<file path="config.mk">
export PLATFORM = sky130hd
export DESIGN_NAME = assr_top
export DESIGN_NICKNAME = d
export VERILOG_FILES = /design/src/include/assr_pkg.sv /design/src/verilog/assr_shifter.sv /design/src/verilog/assr_top.sv
export SDC_FILE = /design/constraint.sdc
export NUM_CORES = 1
export LEC_CHECK = 0
export BUFFER_PORTS_ARGS = -buffer_cell sky130_fd_sc_hd__buf_2
export CAP_MARGIN = 20
export CORE_MARGIN = 5
export CORE_UTILIZATION = 45
export CTS_BUF_LIST = sky130_fd_sc_hd__clkbuf_8
export DETAILED_ROUTE_END_ITERATION = 10
export GPL_ROUTABILITY_DRIVEN = 0
export GPL_TIMING_DRIVEN = 0
export MAX_ROUTING_LAYER = met4
export PLACE_DENSITY = 0.69
export REMOVE_ABC_BUFFERS = 1
export SYNTH_ARGS = -nofsm -noshare
export SYNTH_HDL_FRONTEND = slang
export SYNTH_SLANG_ARGS = --single-unit
</file>
<file path="constraint.sdc">
create_clock -name sys_clk -period 5.3 [get_ports sys_clk]
set_input_delay 0.53 -clock sys_clk [delete_from_list [all_inputs] [get_ports sys_clk]]
set_output_delay 0.53 -clock sys_clk [all_outputs]
set_load 0.01 [all_outputs]
</file>
<file path="src/include/assr_pkg.sv">
// Behaviour
// - During conversion, output preceding conversion's result
// - Shift MSB first, 32 clock pulses per read
// - Output bit holds across both serial clock edges
// - Pulse read overrun if a read begun during conversion is unfinished when that conversion ends
// - No chain pass-through for reads begun during conversion
// - Accept external clock, only while select low
// - Serial interface used when interface select high
// - Channel order high sends channel A first
package assr_pkg;

  // ----------------------------------------------------------------
  // Frame geometry
  // ----------------------------------------------------------------
  localparam int FRAME_BITS = 32;
  localparam int CHAN_BITS  = 16;
  localparam int CNT_W      = 6;
  localparam logic [CNT_W-1:0] LAST_BIT = 6'h1f;

  // ----------------------------------------------------------------
  // Register map and fields
  // ----------------------------------------------------------------
  localparam int          ADDR_W      = 4;
  localparam logic [3:0]  ADDR_STATUS = 4'h0;
  localparam logic [3:0]  ADDR_MASK   = 4'h4;
  localparam logic [3:0]  ADDR_CTRL   = 4'h8;
  localparam logic [3:0]  ADDR_STATE  = 4'hc;
  localparam int          EV_W        = 2;
  localparam int          EV_OVERRUN  = 0;
  localparam int          EV_DONE     = 1;
  localparam int          CTRL_EN     = 0;
  localparam logic [1:0]  STATUS_RST  = 2'h0;
  localparam logic [1:0]  MASK_RST    = 2'h0;
  localparam logic        CTRL_EN_RST = 1'b1;
  localparam int          STATE_CNT_LSB  = 0;
  localparam int          STATE_FSM_LSB  = 8;
  localparam int          STATE_CONV_BIT = 12;
  localparam int          STATE_BUSY_BIT = 13;

  // ----------------------------------------------------------------
  // Carriers
  // ----------------------------------------------------------------
  typedef struct packed {
    logic sclk;
    logic cs_n;
    logic rd_n;
    logic chain_input;
    logic clock_source_select;
    logic interface_select;
    logic channel_order;
  } assr_pins_t;

  typedef struct packed {
    logic [ADDR_W-1:0] addr;
    logic [31:0]       wdata;
    logic              wr;
    logic              rd;
  } assr_bus_t;

  typedef enum logic [1:0] {
    S_IDLE  = 2'b00,
    S_SHIFT = 2'b01,
    S_DONE  = 2'b10
  } assr_state_t;

endpackage

</file>
<file path="src/verilog/assr_shifter.sv">
`timescale 1ns/1ps
module assr_shifter #(
  parameter int W = 32
) (
  input  wire logic         clk,      // System clock
  input  wire logic         rst_n,    // Synchronised reset, active low
  input  wire logic         load,     // Load a new frame
  input  wire logic [W-1:0] load_val, // Frame to send
  input  wire logic         shift,    // Advance one bit
  input  wire logic         shift_in, // Bit entering at the bottom
  output logic              msb       // Current output bit
);

  logic [W-1:0] sh_reg;
  logic [W-1:0] sh_next;

  always_comb begin
    sh_next = sh_reg;
    if (load) begin
      sh_next = load_val;
    end else if (shift) begin
      sh_next = {sh_reg[W-2:0], shift_in};
    end
  end

  always_ff @(posedge clk or negedge rst_n) begin
    if (!rst_n) begin
      sh_reg <= '0;
    end else begin
      sh_reg <= sh_next;
    end
  end

  assign msb = sh_reg[W-1];

endmodule

</file>
<file path="src/verilog/assr_top.sv">
`timescale 1ns/1ps
module assr_top
  import assr_pkg::*;
(
  input  wire logic                   sys_clk,           // System clock, 250 MHz
  input  wire logic                   rstn,              // Async reset, active low
  input  wire assr_pkg::assr_pins_t   pins,              // Link pins, asynchronous
  input  wire logic                   conv_busy,         // Conversion in progress
  input  wire logic [15:0]            result_a,          // Channel A result, valid at busy fall
  input  wire logic [15:0]            result_b,          // Channel B result, valid at busy fall
  input  wire assr_pkg::assr_bus_t    bus,               // Register bus request
  output logic [31:0]                 rdata,             // Read data, cycle after read strobe
  output logic                        serial_out,        // Serial data out
  output logic                        serial_out_en,     // Serial output driven
  output logic                        read_overrun_flag, // Overrun pulse
  output logic                        irq                // Level interrupt
);

  // ----------------------------------------------------------------
  // Reset release and pin synchronisers
  // ----------------------------------------------------------------
  logic       rst_meta;
  logic       rst_n;
  assr_pins_t pin_meta;
  assr_pins_t ss;
  logic       sclk_prev;

  always_ff @(posedge sys_clk or negedge rstn) begin
    if (!rstn) begin
      rst_meta <= 1'b0;
      rst_n    <= 1'b0;
    end else begin
      rst_meta <= 1'b1;
      rst_n    <= rst_meta;
    end
  end

  always_ff @(posedge sys_clk or negedge rst_n) begin
    if (!rst_n) begin
      pin_meta  <= '{sclk: 1'b0, default: 1'b1};
      ss        <= '{sclk: 1'b0, default: 1'b1};
      sclk_prev <= 1'b0;
    end else begin
      pin_meta  <= pins;
      ss        <= pin_meta;
      sclk_prev <= ss.sclk;
    end
  end

  // ----------------------------------------------------------------
  // Frame control
  // ----------------------------------------------------------------
  assr_state_t      state_reg, state_next;
  logic [CNT_W-1:0] cnt_reg, cnt_next;
  logic             during_conv_reg, during_conv_next;
  logic             chain_reg, chain_next;
  logic [15:0]      hold_a_reg, hold_a_next;
  logic [15:0]      hold_b_reg, hold_b_next;
  logic             busy_prev_reg;
  logic [EV_W-1:0]  status_reg, status_next;
  logic [EV_W-1:0]  mask_reg, mask_next;
  logic             ctrl_en_reg, ctrl_en_next;
  logic [31:0]      rdata_next;
  logic             sel;
  logic             sclk_rise;
  logic             sclk_fall;
  logic             conv_end;
  logic             load;
  logic             shift;
  logic             shift_in;
  logic             sh_msb;
  logic             overrun_evt;
  logic             done_evt;
  logic [31:0]      load_word;

  // The clock only counts while the chip is selected and set for slave serial mode
  assign sel = ctrl_en_reg & ss.clock_source_select & ss.interface_select
             & ~ss.cs_n & ~ss.rd_n;
  assign sclk_rise = ss.sclk & ~sclk_prev;
  assign sclk_fall = ~ss.sclk & sclk_prev;
  assign conv_end  = busy_prev_reg & ~conv_busy;
  assign load      = (state_reg == S_IDLE) && sel;
  // Bits change only after a falling edge, so each bit spans a rising and a falling edge
  assign shift     = (state_reg == S_SHIFT) && sel && sclk_fall;
  // Chain data is ignored for frames begun during conversion
  assign shift_in  = during_conv_reg ? 1'b0 : chain_reg;
  assign load_word = ss.channel_order ? {hold_a_reg, hold_b_reg}
                                      : {hold_b_reg, hold_a_reg};
  assign overrun_evt = conv_end && during_conv_reg && (state_reg == S_SHIFT);
  assign done_evt    = shift && (cnt_reg == LAST_BIT);

  always_comb begin
    state_next       = state_reg;
    cnt_next         = cnt_reg;
    during_conv_next = during_conv_reg;
    chain_next       = chain_reg;
    hold_a_next      = hold_a_reg;
    hold_b_next      = hold_b_reg;
    // Results are taken at the end of conversion, so a read during the next one sees these
    if (conv_end) begin
      hold_a_next = result_a;
      hold_b_next = result_b;
    end
    if (sclk_rise && sel) begin
      chain_next = ss.chain_input;
    end
    case (state_reg)
      S_IDLE: begin
        cnt_next = '0;
        if (sel) begin
          during_conv_next = conv_busy;
          state_next       = S_SHIFT;
        end
      end
      S_SHIFT: begin
        if (!sel) begin
          state_next = S_IDLE;
        end else if (shift) begin
          cnt_next = cnt_reg + 6'h01;
          if (cnt_reg == LAST_BIT) begin
            state_next = S_DONE;
          end
        end
      end
      S_DONE: begin
        if (!sel) begin
          state_next = S_IDLE;
        end
      end
      default: begin
        state_next = S_IDLE;
      end
    endcase
  end

  always_ff @(posedge sys_clk or negedge rst_n) begin
    if (!rst_n) begin
      state_reg         <= S_IDLE;
      cnt_reg           <= '0;
      during_conv_reg   <= 1'b0;
      chain_reg         <= 1'b0;
      hold_a_reg        <= '0;
      hold_b_reg        <= '0;
      busy_prev_reg     <= 1'b0;
      serial_out_en     <= 1'b0;
      read_overrun_flag <= 1'b0;
    end else begin
      state_reg         <= state_next;
      cnt_reg           <= cnt_next;
      during_conv_reg   <= during_conv_next;
      chain_reg         <= chain_next;
      hold_a_reg        <= hold_a_next;
      hold_b_reg        <= hold_b_next;
      busy_prev_reg     <= conv_busy;
      serial_out_en     <= sel && (state_reg != S_IDLE);
      read_overrun_flag <= overrun_evt;
    end
  end

  assr_shifter #(
    .W (FRAME_BITS)
  ) u_shifter (
    .clk      (sys_clk),
    .rst_n    (rst_n),
    .load     (load),
    .load_val (load_word),
    .shift    (shift),
    .shift_in (shift_in),
    .msb      (sh_msb)
  );

  // Straight from the shift register: one more flop would move each bit onto the next rising edge
  assign serial_out = sh_msb;

  // ----------------------------------------------------------------
  // Register file and interrupt
  // ----------------------------------------------------------------
  always_comb begin
    status_next  = status_reg;
    mask_next    = mask_reg;
    ctrl_en_next = ctrl_en_reg;
    rdata_next   = '0;
    if (bus.wr) begin
      case (bus.addr)
        ADDR_STATUS: status_next = status_reg & ~bus.wdata[EV_W-1:0];
        ADDR_MASK:   mask_next   = bus.wdata[EV_W-1:0];
        ADDR_CTRL:   ctrl_en_next = bus.wdata[CTRL_EN];
        default:     ctrl_en_next = ctrl_en_reg;
      endcase
    end
    // A new event wins over a clear in the same cycle
    status_next[EV_OVERRUN] = status_next[EV_OVERRUN] | overrun_evt;
    status_next[EV_DONE]    = status_next[EV_DONE] | done_evt;
    if (bus.rd) begin
      case (bus.addr)
        ADDR_STATUS: rdata_next[EV_W-1:0] = status_reg;
        ADDR_MASK:   rdata_next[EV_W-1:0] = mask_reg;
        ADDR_CTRL:   rdata_next[CTRL_EN]  = ctrl_en_reg;
        ADDR_STATE: begin
          rdata_next[STATE_CNT_LSB +: CNT_W] = cnt_reg;
          rdata_next[STATE_FSM_LSB +: 2]     = state_reg;
          rdata_next[STATE_CONV_BIT]         = during_conv_reg;
          rdata_next[STATE_BUSY_BIT]         = conv_busy;
        end
        default:     rdata_next = '0;
      endcase
    end
  end

  always_ff @(posedge sys_clk or negedge rst_n) begin
    if (!rst_n) begin
      status_reg  <= STATUS_RST;
      mask_reg    <= MASK_RST;
      ctrl_en_reg <= CTRL_EN_RST;
      rdata       <= '0;
      irq         <= 1'b0;
    end else begin
      status_reg  <= status_next;
      mask_reg    <= mask_next;
      ctrl_en_reg <= ctrl_en_next;
      rdata       <= rdata_next;
      irq         <= |(status_reg & mask_reg);
    end
  end
endmodule

</file>
# After elaboration in Yosys (flattened, before gate mapping)
# Index checks and enable logic that the tools add are counted.
[totals] elab_cells=102 ff_bits=132 input_bits=80 output_inout_bits=36
[op_classes] reduce_logical=19 bitwise_logic=17 eq_ne=12 mux=21 add_sub_neg=1
[op_table] cell="$mux W32" n=3
[op_table] cell="$mux W2" n=9
[op_table] cell="$mux W14" n=1
[op_table] cell="$mux W6" n=2
[op_table] cell="$pmux W6 S2" n=1
[op_table] cell="$eq A4 B4 Y1 const B" n=2
[op_table] cell="$logic_and A1 B1 Y1" n=8
[op_table] cell="$ne A2 B2 Y1 const B" n=4
[op_table] cell="$and A1 B1 Y1" n=7
[op_table] cell="$add A6 B1 Y6 const B" n=1
[op_table] cell="$eq A6 B5 Y1 const B" n=1
[op_table] cell="$pmux W2 S3" n=1
[op_table] cell="$reduce_and A2 Y1" n=3
[op_table] cell="$reduce_bool A2 Y1" n=3
[op_table] cell="$not A1 Y1" n=5
[op_table] cell="$and A2 B2 Y2" n=2
[op_table] cell="$eq A4 B3 Y1 const B" n=1
[op_table] cell="$logic_not A4 Y1" n=1
[op_table] cell="$mux W4" n=1
[op_table] cell="$pmux W1 S4" n=1
[op_table] cell="$reduce_and A4 Y1" n=1
[op_table] cell="$ne A3 B2 Y1 const B" n=1
[op_table] cell="$ne A3 B3 Y1 const B" n=1
[op_table] cell="$pmux W1 S3" n=1
[op_table] cell="8 further kinds" n=9

# Logic depth before layout (Yosys ltp)
[logic_depth] depth_word=9 ltp_mapped=6 ltp_nobuf=4

# By module
# Synthesis repeated with hierarchy kept, for this count alone.
[hier_totals] cells_unflattened=397 hier_area_um2=4984.8
[modules_own_cells] module="assr_top" seq_area_each_um2=1968.1 n_inst=1 cells_each=258 area_each_um2=3469.6
[modules_own_cells] module="assr_shifter" seq_area_each_um2=800.8 n_inst=1 cells_each=139 area_each_um2=1515.2

# Least setup slack after synthesis
# No wires, ideal clock.
[synth_timing] path_type="register to register" startpoint="reg ctrl_en_reg" endpoint="reg u_shifter.sh_reg[24]" arrival_time_ns=1.618 period_less_slack_ns=1.741 path_stages_with_launch=7 setup_ns=0.123 t_required_ns=5.177 slack_ns=3.559 path_buffers=3 path_cell_list="dfstp_2 nand4bb_1 buf_2 or3_1 buf_6 buf_6 o221a_1"
[synth_between] elab_chain_cells=7 elab_cells_between_ends=9 cone_classes="mux: 1; bitwise: 4; reduce/logical: 4"
[synth_lines] element="start: declaration" line="assr_top.sv:62" source="logic ctrl_en_reg, ctrl_en_next;"
[synth_lines] element="start signal: assignment" line="assr_top.sv:220" source="ctrl_en_reg <= ctrl_en_next;"
[synth_lines] element="$and A1 B1 Y1 * (2 in series)" line="assr_top.sv:77" source="assign sel = ctrl_en_reg & ss.clock_source_select & ss.interface_select"
[synth_lines] element="$and A1 B1 Y1 * (2 in series)" line="assr_top.sv:78" source="& ~ss.cs_n & ~ss.rd_n;"
[synth_lines] element="$logic_and A1 B1 Y1 (2 in series)" line="assr_top.sv:84" source="assign shift = (state_reg == S_SHIFT) && sel && sclk_fall;"
[synth_lines] element="$reduce_bool A2 Y1 (no line)"
[synth_lines] element="end signal: assignment" line="assr_shifter.sv:30" source="sh_reg <= sh_next;"
[synth_lines] element="end: declaration" line="assr_shifter.sv:14" source="logic [W-1:0] sh_reg;"
# Mark *: on every way between the ends. The rest lies on a longest branch, timed or not.
# A chain may end at the register's enable or synchronous reset.

# Final worst setup path
[layout_timing] startpoint="reg ss[2] (netlist bit)" endpoint="reg u_shifter.sh_reg[14]"
[layout_between] elab_chain_cells=7 elab_cells_between_ends=9 cone_classes="mux: 1; bitwise: 4; reduce/logical: 4"
[layout_lines] element="start: declaration" line="assr_top.sv:25" source="assr_pins_t ss;"
[layout_lines] element="start signal: assignment" line="assr_top.sv:45" source="ss <= pin_meta;"
[layout_lines] element="$and A1 B1 Y1 * (2 in series)" line="assr_top.sv:77"
[layout_lines] element="$and A1 B1 Y1 * (2 in series)" line="assr_top.sv:78"
[layout_lines] element="$logic_and A1 B1 Y1 (2 in series)" line="assr_top.sv:84"
[layout_lines] element="$reduce_bool A2 Y1 (no line)"
# Marked as above.

==> key figures <==
Critical path
  – CP Capture Type: flop
  – Worst path slowest cell: nor4bb_4
  – Crit-path leading delay family: compound AO/OA/AOI/OAI gates
  – Crit path max fanout: 28
  – Worst Path Arrival: 3.01 ns
  – Type of origin of the critical path: flop
  – Worst stage delay on the critical path: 0.89 ns
  – Buf+Inv Stages, Crit Path: 0
  – Setup CP Type: reg2reg
  – Reg2Reg Setup Slack: 2.58 ns
  – Crit path cell chain: nor4bb_4 -> o211a_1 -> o221a_1
  – Worst Path Required: 5.60 ns

Drt
  – Detail-routed net length per standard cell: 15.9 µm
  – DRC Markers: 0
  – Final ANT Viol Nets: 0
  – DR pass1 iterations: 4
  – Iter 0 DRT Violations: 170
  – DR vias/cell: 5.50
  – Vias: approximately 3200
  – Wirelength, routed: approximately 9000 µm

Final layout
  – Antenna diode count: 0
  – Area delta synth->final: 10.2%
  – Fraction of layout cells with a size suffix above 1: 0.307
  – Fillers: 984
  – Multi-input logic area: 1970 µm²
  – Max reg flops: 32
  – Final core occ: 0.508
  – Sequential cell area: ~2800 µm²
  – Final #Nets: 519

Clocking
  – H-tree Lvls: 3
  – Clock Pin Slew Worst Setup and Hold Paths: approximately 0.10 ns
  – Setup Buffers After CTS: 0
  – Post-cts sizing count: 0
  – Clock sink count: 110
  – Root buf cell: clkbuf_8
  – Num CTS Buffers: 9
  – CTS max path bufs: 2
  – CTS tree: yes
  – Post-CTS Hold Buffers: 1
  – Clk_lat worst skew: 0.37 ns

Hold path
  – Worst min-delay path class: in2reg

Timing
  – Fmax: about 370 MHz
  – Worst-Margin Slew: 1.01 ns
  – Clk_skew: 0.0140 ns
  – RSZ-0062 raised after global routing: false
  – Final Slew Violations: 0
  – Headroom to the max-slew limit: 0.329
  – Post-layout minimum cycle time: 2.72 ns
  – Fin. Hold Viols: 0
  – Final Cycle Share: 0.513
  – Setup-failing EPs final: 0
  – Final total negative setup slack: 0 ns

Global routing
  – Number of global-route vias before repair: slightly above 3000
  – First-pass GRT wire length: 15200 µm
  – Largest net degree at the start of global routing: 69
  – Initial antenna violation count: 0
  – Remaining Overflow, GRT: 0
  – Total Routing Usage GR: 0.148

Floorplanning
  – FP Rows: 38
  – Die ar.: 13300 µm²
  – Area of the core: 10800 µm²
  – Top Ports: ~120
  – Initial core utilization: 0.461
  – Overall die height: 115 µm
  – Chip width: about 120 µm

Synth
  – Synth Area per Inst: 12.7 µm²
  – Ys flop type: dfrtp_1
  – Post-synth cell types: 48
  – Post-synth EDFFs: 0
  – Asr flop ratio synth: 1.00
  – Warnings, synthesis: 0
  – Post-synthesis sequential area ratio: 0.554
  – Post-Syn Area: 5000 µm²
  – Mapped Cells: 393
  – #FFs+latches synth: 110

Status
  – Outcome: finished clean

Power
  – Leak pwr: 0.00241 µW
  – PwrDens: 337 nW/µm²
  – Max rail drop VDD: 0.000164 V

Place
  – HPWL after DPL: approximately 6300 µm
  – IO Port Bufs: 63

Flow run
  – Max Cap Viol: 0
-- metrics by stage --
step           power (µW)  worst slack [ns]  std cells  instance area (µm²)  hold slack [ns]
3_5_place_dp         1420              2.64        566                 5320            0.321
5_1_grt              1960              2.46        583                 5510            0.222
2_1_floorplan        1310              1.34        360                 4750            0.234
4_1_cts              1870              2.60        583                 5510            0.233
3_3_place_gp         1390            -0.327        563                 5240            0.316
6_report             1860              2.58        583                 5510            0.252
-- synth_stat cells, types with 2 or more instances --
cell type / number / share of area
or4_1: 2 / 0.0030
nand3_1: 3 / 0.0030
o221a_1: 24 / 0.054
mux2i_1: 28 / 0.056
nand2_1: 11 / 0.0083
buf_2: 10 / 0.010
mux2_2: 36 / 0.081
o211ai_1: 4 / 0.0060
and2_1: 7 / 0.0088
o311ai_1: 2 / 0.0035
buf_1: 2 / 0.0015
a21oi_1: 3 / 0.0030
mux2_1: 8 / 0.018
nand4b_1: 3 / 0.0053
clkbuf_1: 14 / 0.011
nand4bb_1: 3 / 0.0068
nor2b_1: 6 / 0.0075
and3_1: 2 / 0.0025
buf_4: 25 / 0.038
a2bb2oi_1: 3 / 0.0053
nand4_1: 28 / 0.035
a22o_1: 2 / 0.0035
conb_1: 2 / 0.0015
o21ai_0: 2 / 0.0020
nand2b_1: 6 / 0.0075
buf_6: 3 / 0.0068
nor4_1: 7 / 0.0088
dfstp_2: 13 / 0.068
dfrtp_1: 97 / 0.49
a211oi_1: 3 / 0.0045
o22ai_1: 3 / 0.0038
o31ai_1: 2 / 0.0030
inv_1: 8 / 0.0060
nor2_1: 6 / 0.0045
o21a_1: 2 / 0.0030
-- worst register-to-register path, cell delays in order (launching register included) --
cell and delay (ns):
dfstp_2 0.54, nor4bb_4 0.89, o211a_1 0.88, o221a_1 0.34
-- worst paths after layout --
path | cells after the start | startpoint | end
max reg2reg | 3 | ss[2] | u_shifter.sh_reg[14]
max in group asynchronous | 1 | rst_n | pin_meta[1]
min reg2reg | 0 | rst_n | pin_meta[6]
min | 1 | pins[0] | pin_meta[0]
max | 3 | ss[2] | u_shifter.sh_reg[14]
min in group asynchronous | 0 | rst_n | pin_meta[6]
-- cells by family after synthesis --
| logic type | count (synthesis) | share of synthesized area |
|---|---|---|
| compound gates | 54 | 0.0984 |
| fa+ha+maj | 1 | 0.00250 |
| buf+inv | 62 | 0.0723 |
| flops | 110 | 0.554 |
| mux | 73 | 0.160 |
| other cells | 2 | 0.00150 |
| simple gates | 91 | 0.112 |
-- cell usage in the layout, fill, tap and decap left out, types with 7 or more instances in the layout --
master     n
inv_1      9
mux2_2    36
buf_2     63
mux2_1     8
nand4_1   28
clkbuf_8   9
o221a_1   24
nor4_1     7
nand2_1   11
mux2i_1   28
conb_1    23
dfstp_2   13
and2_1     7
dfrtp_1   96
-- area by class of cell --
type | count | area share
clock buffers | 9 | 0.0225
flip-flops and latches | 110 | 0.503
repair buffers | 67 | 0.0695
inverters | 8 | 0.00545
clock inverters | 7 | 0.00931
multi-input cells | 242 | 0.358
well taps | 140 | 0.0318
-- per-layer routing --
layer | global-route usage | routed length, µm
met5 | - | 0
met4 | 0.0399 | 108
met3 | 0.0295 | 509
met2 | 0.221 | 4410
met1 | 0.206 | 4240
-- where the power goes --
group / switching, µW / internal [µW] / total [µW]
Sequential: 119 / 1000 / 1120
Clock: 284 / 173 / 457
Combinational: 107 / 171 / 278
Total: 510 / 1350 / 1860
Power figures use the tool's default switching activity.
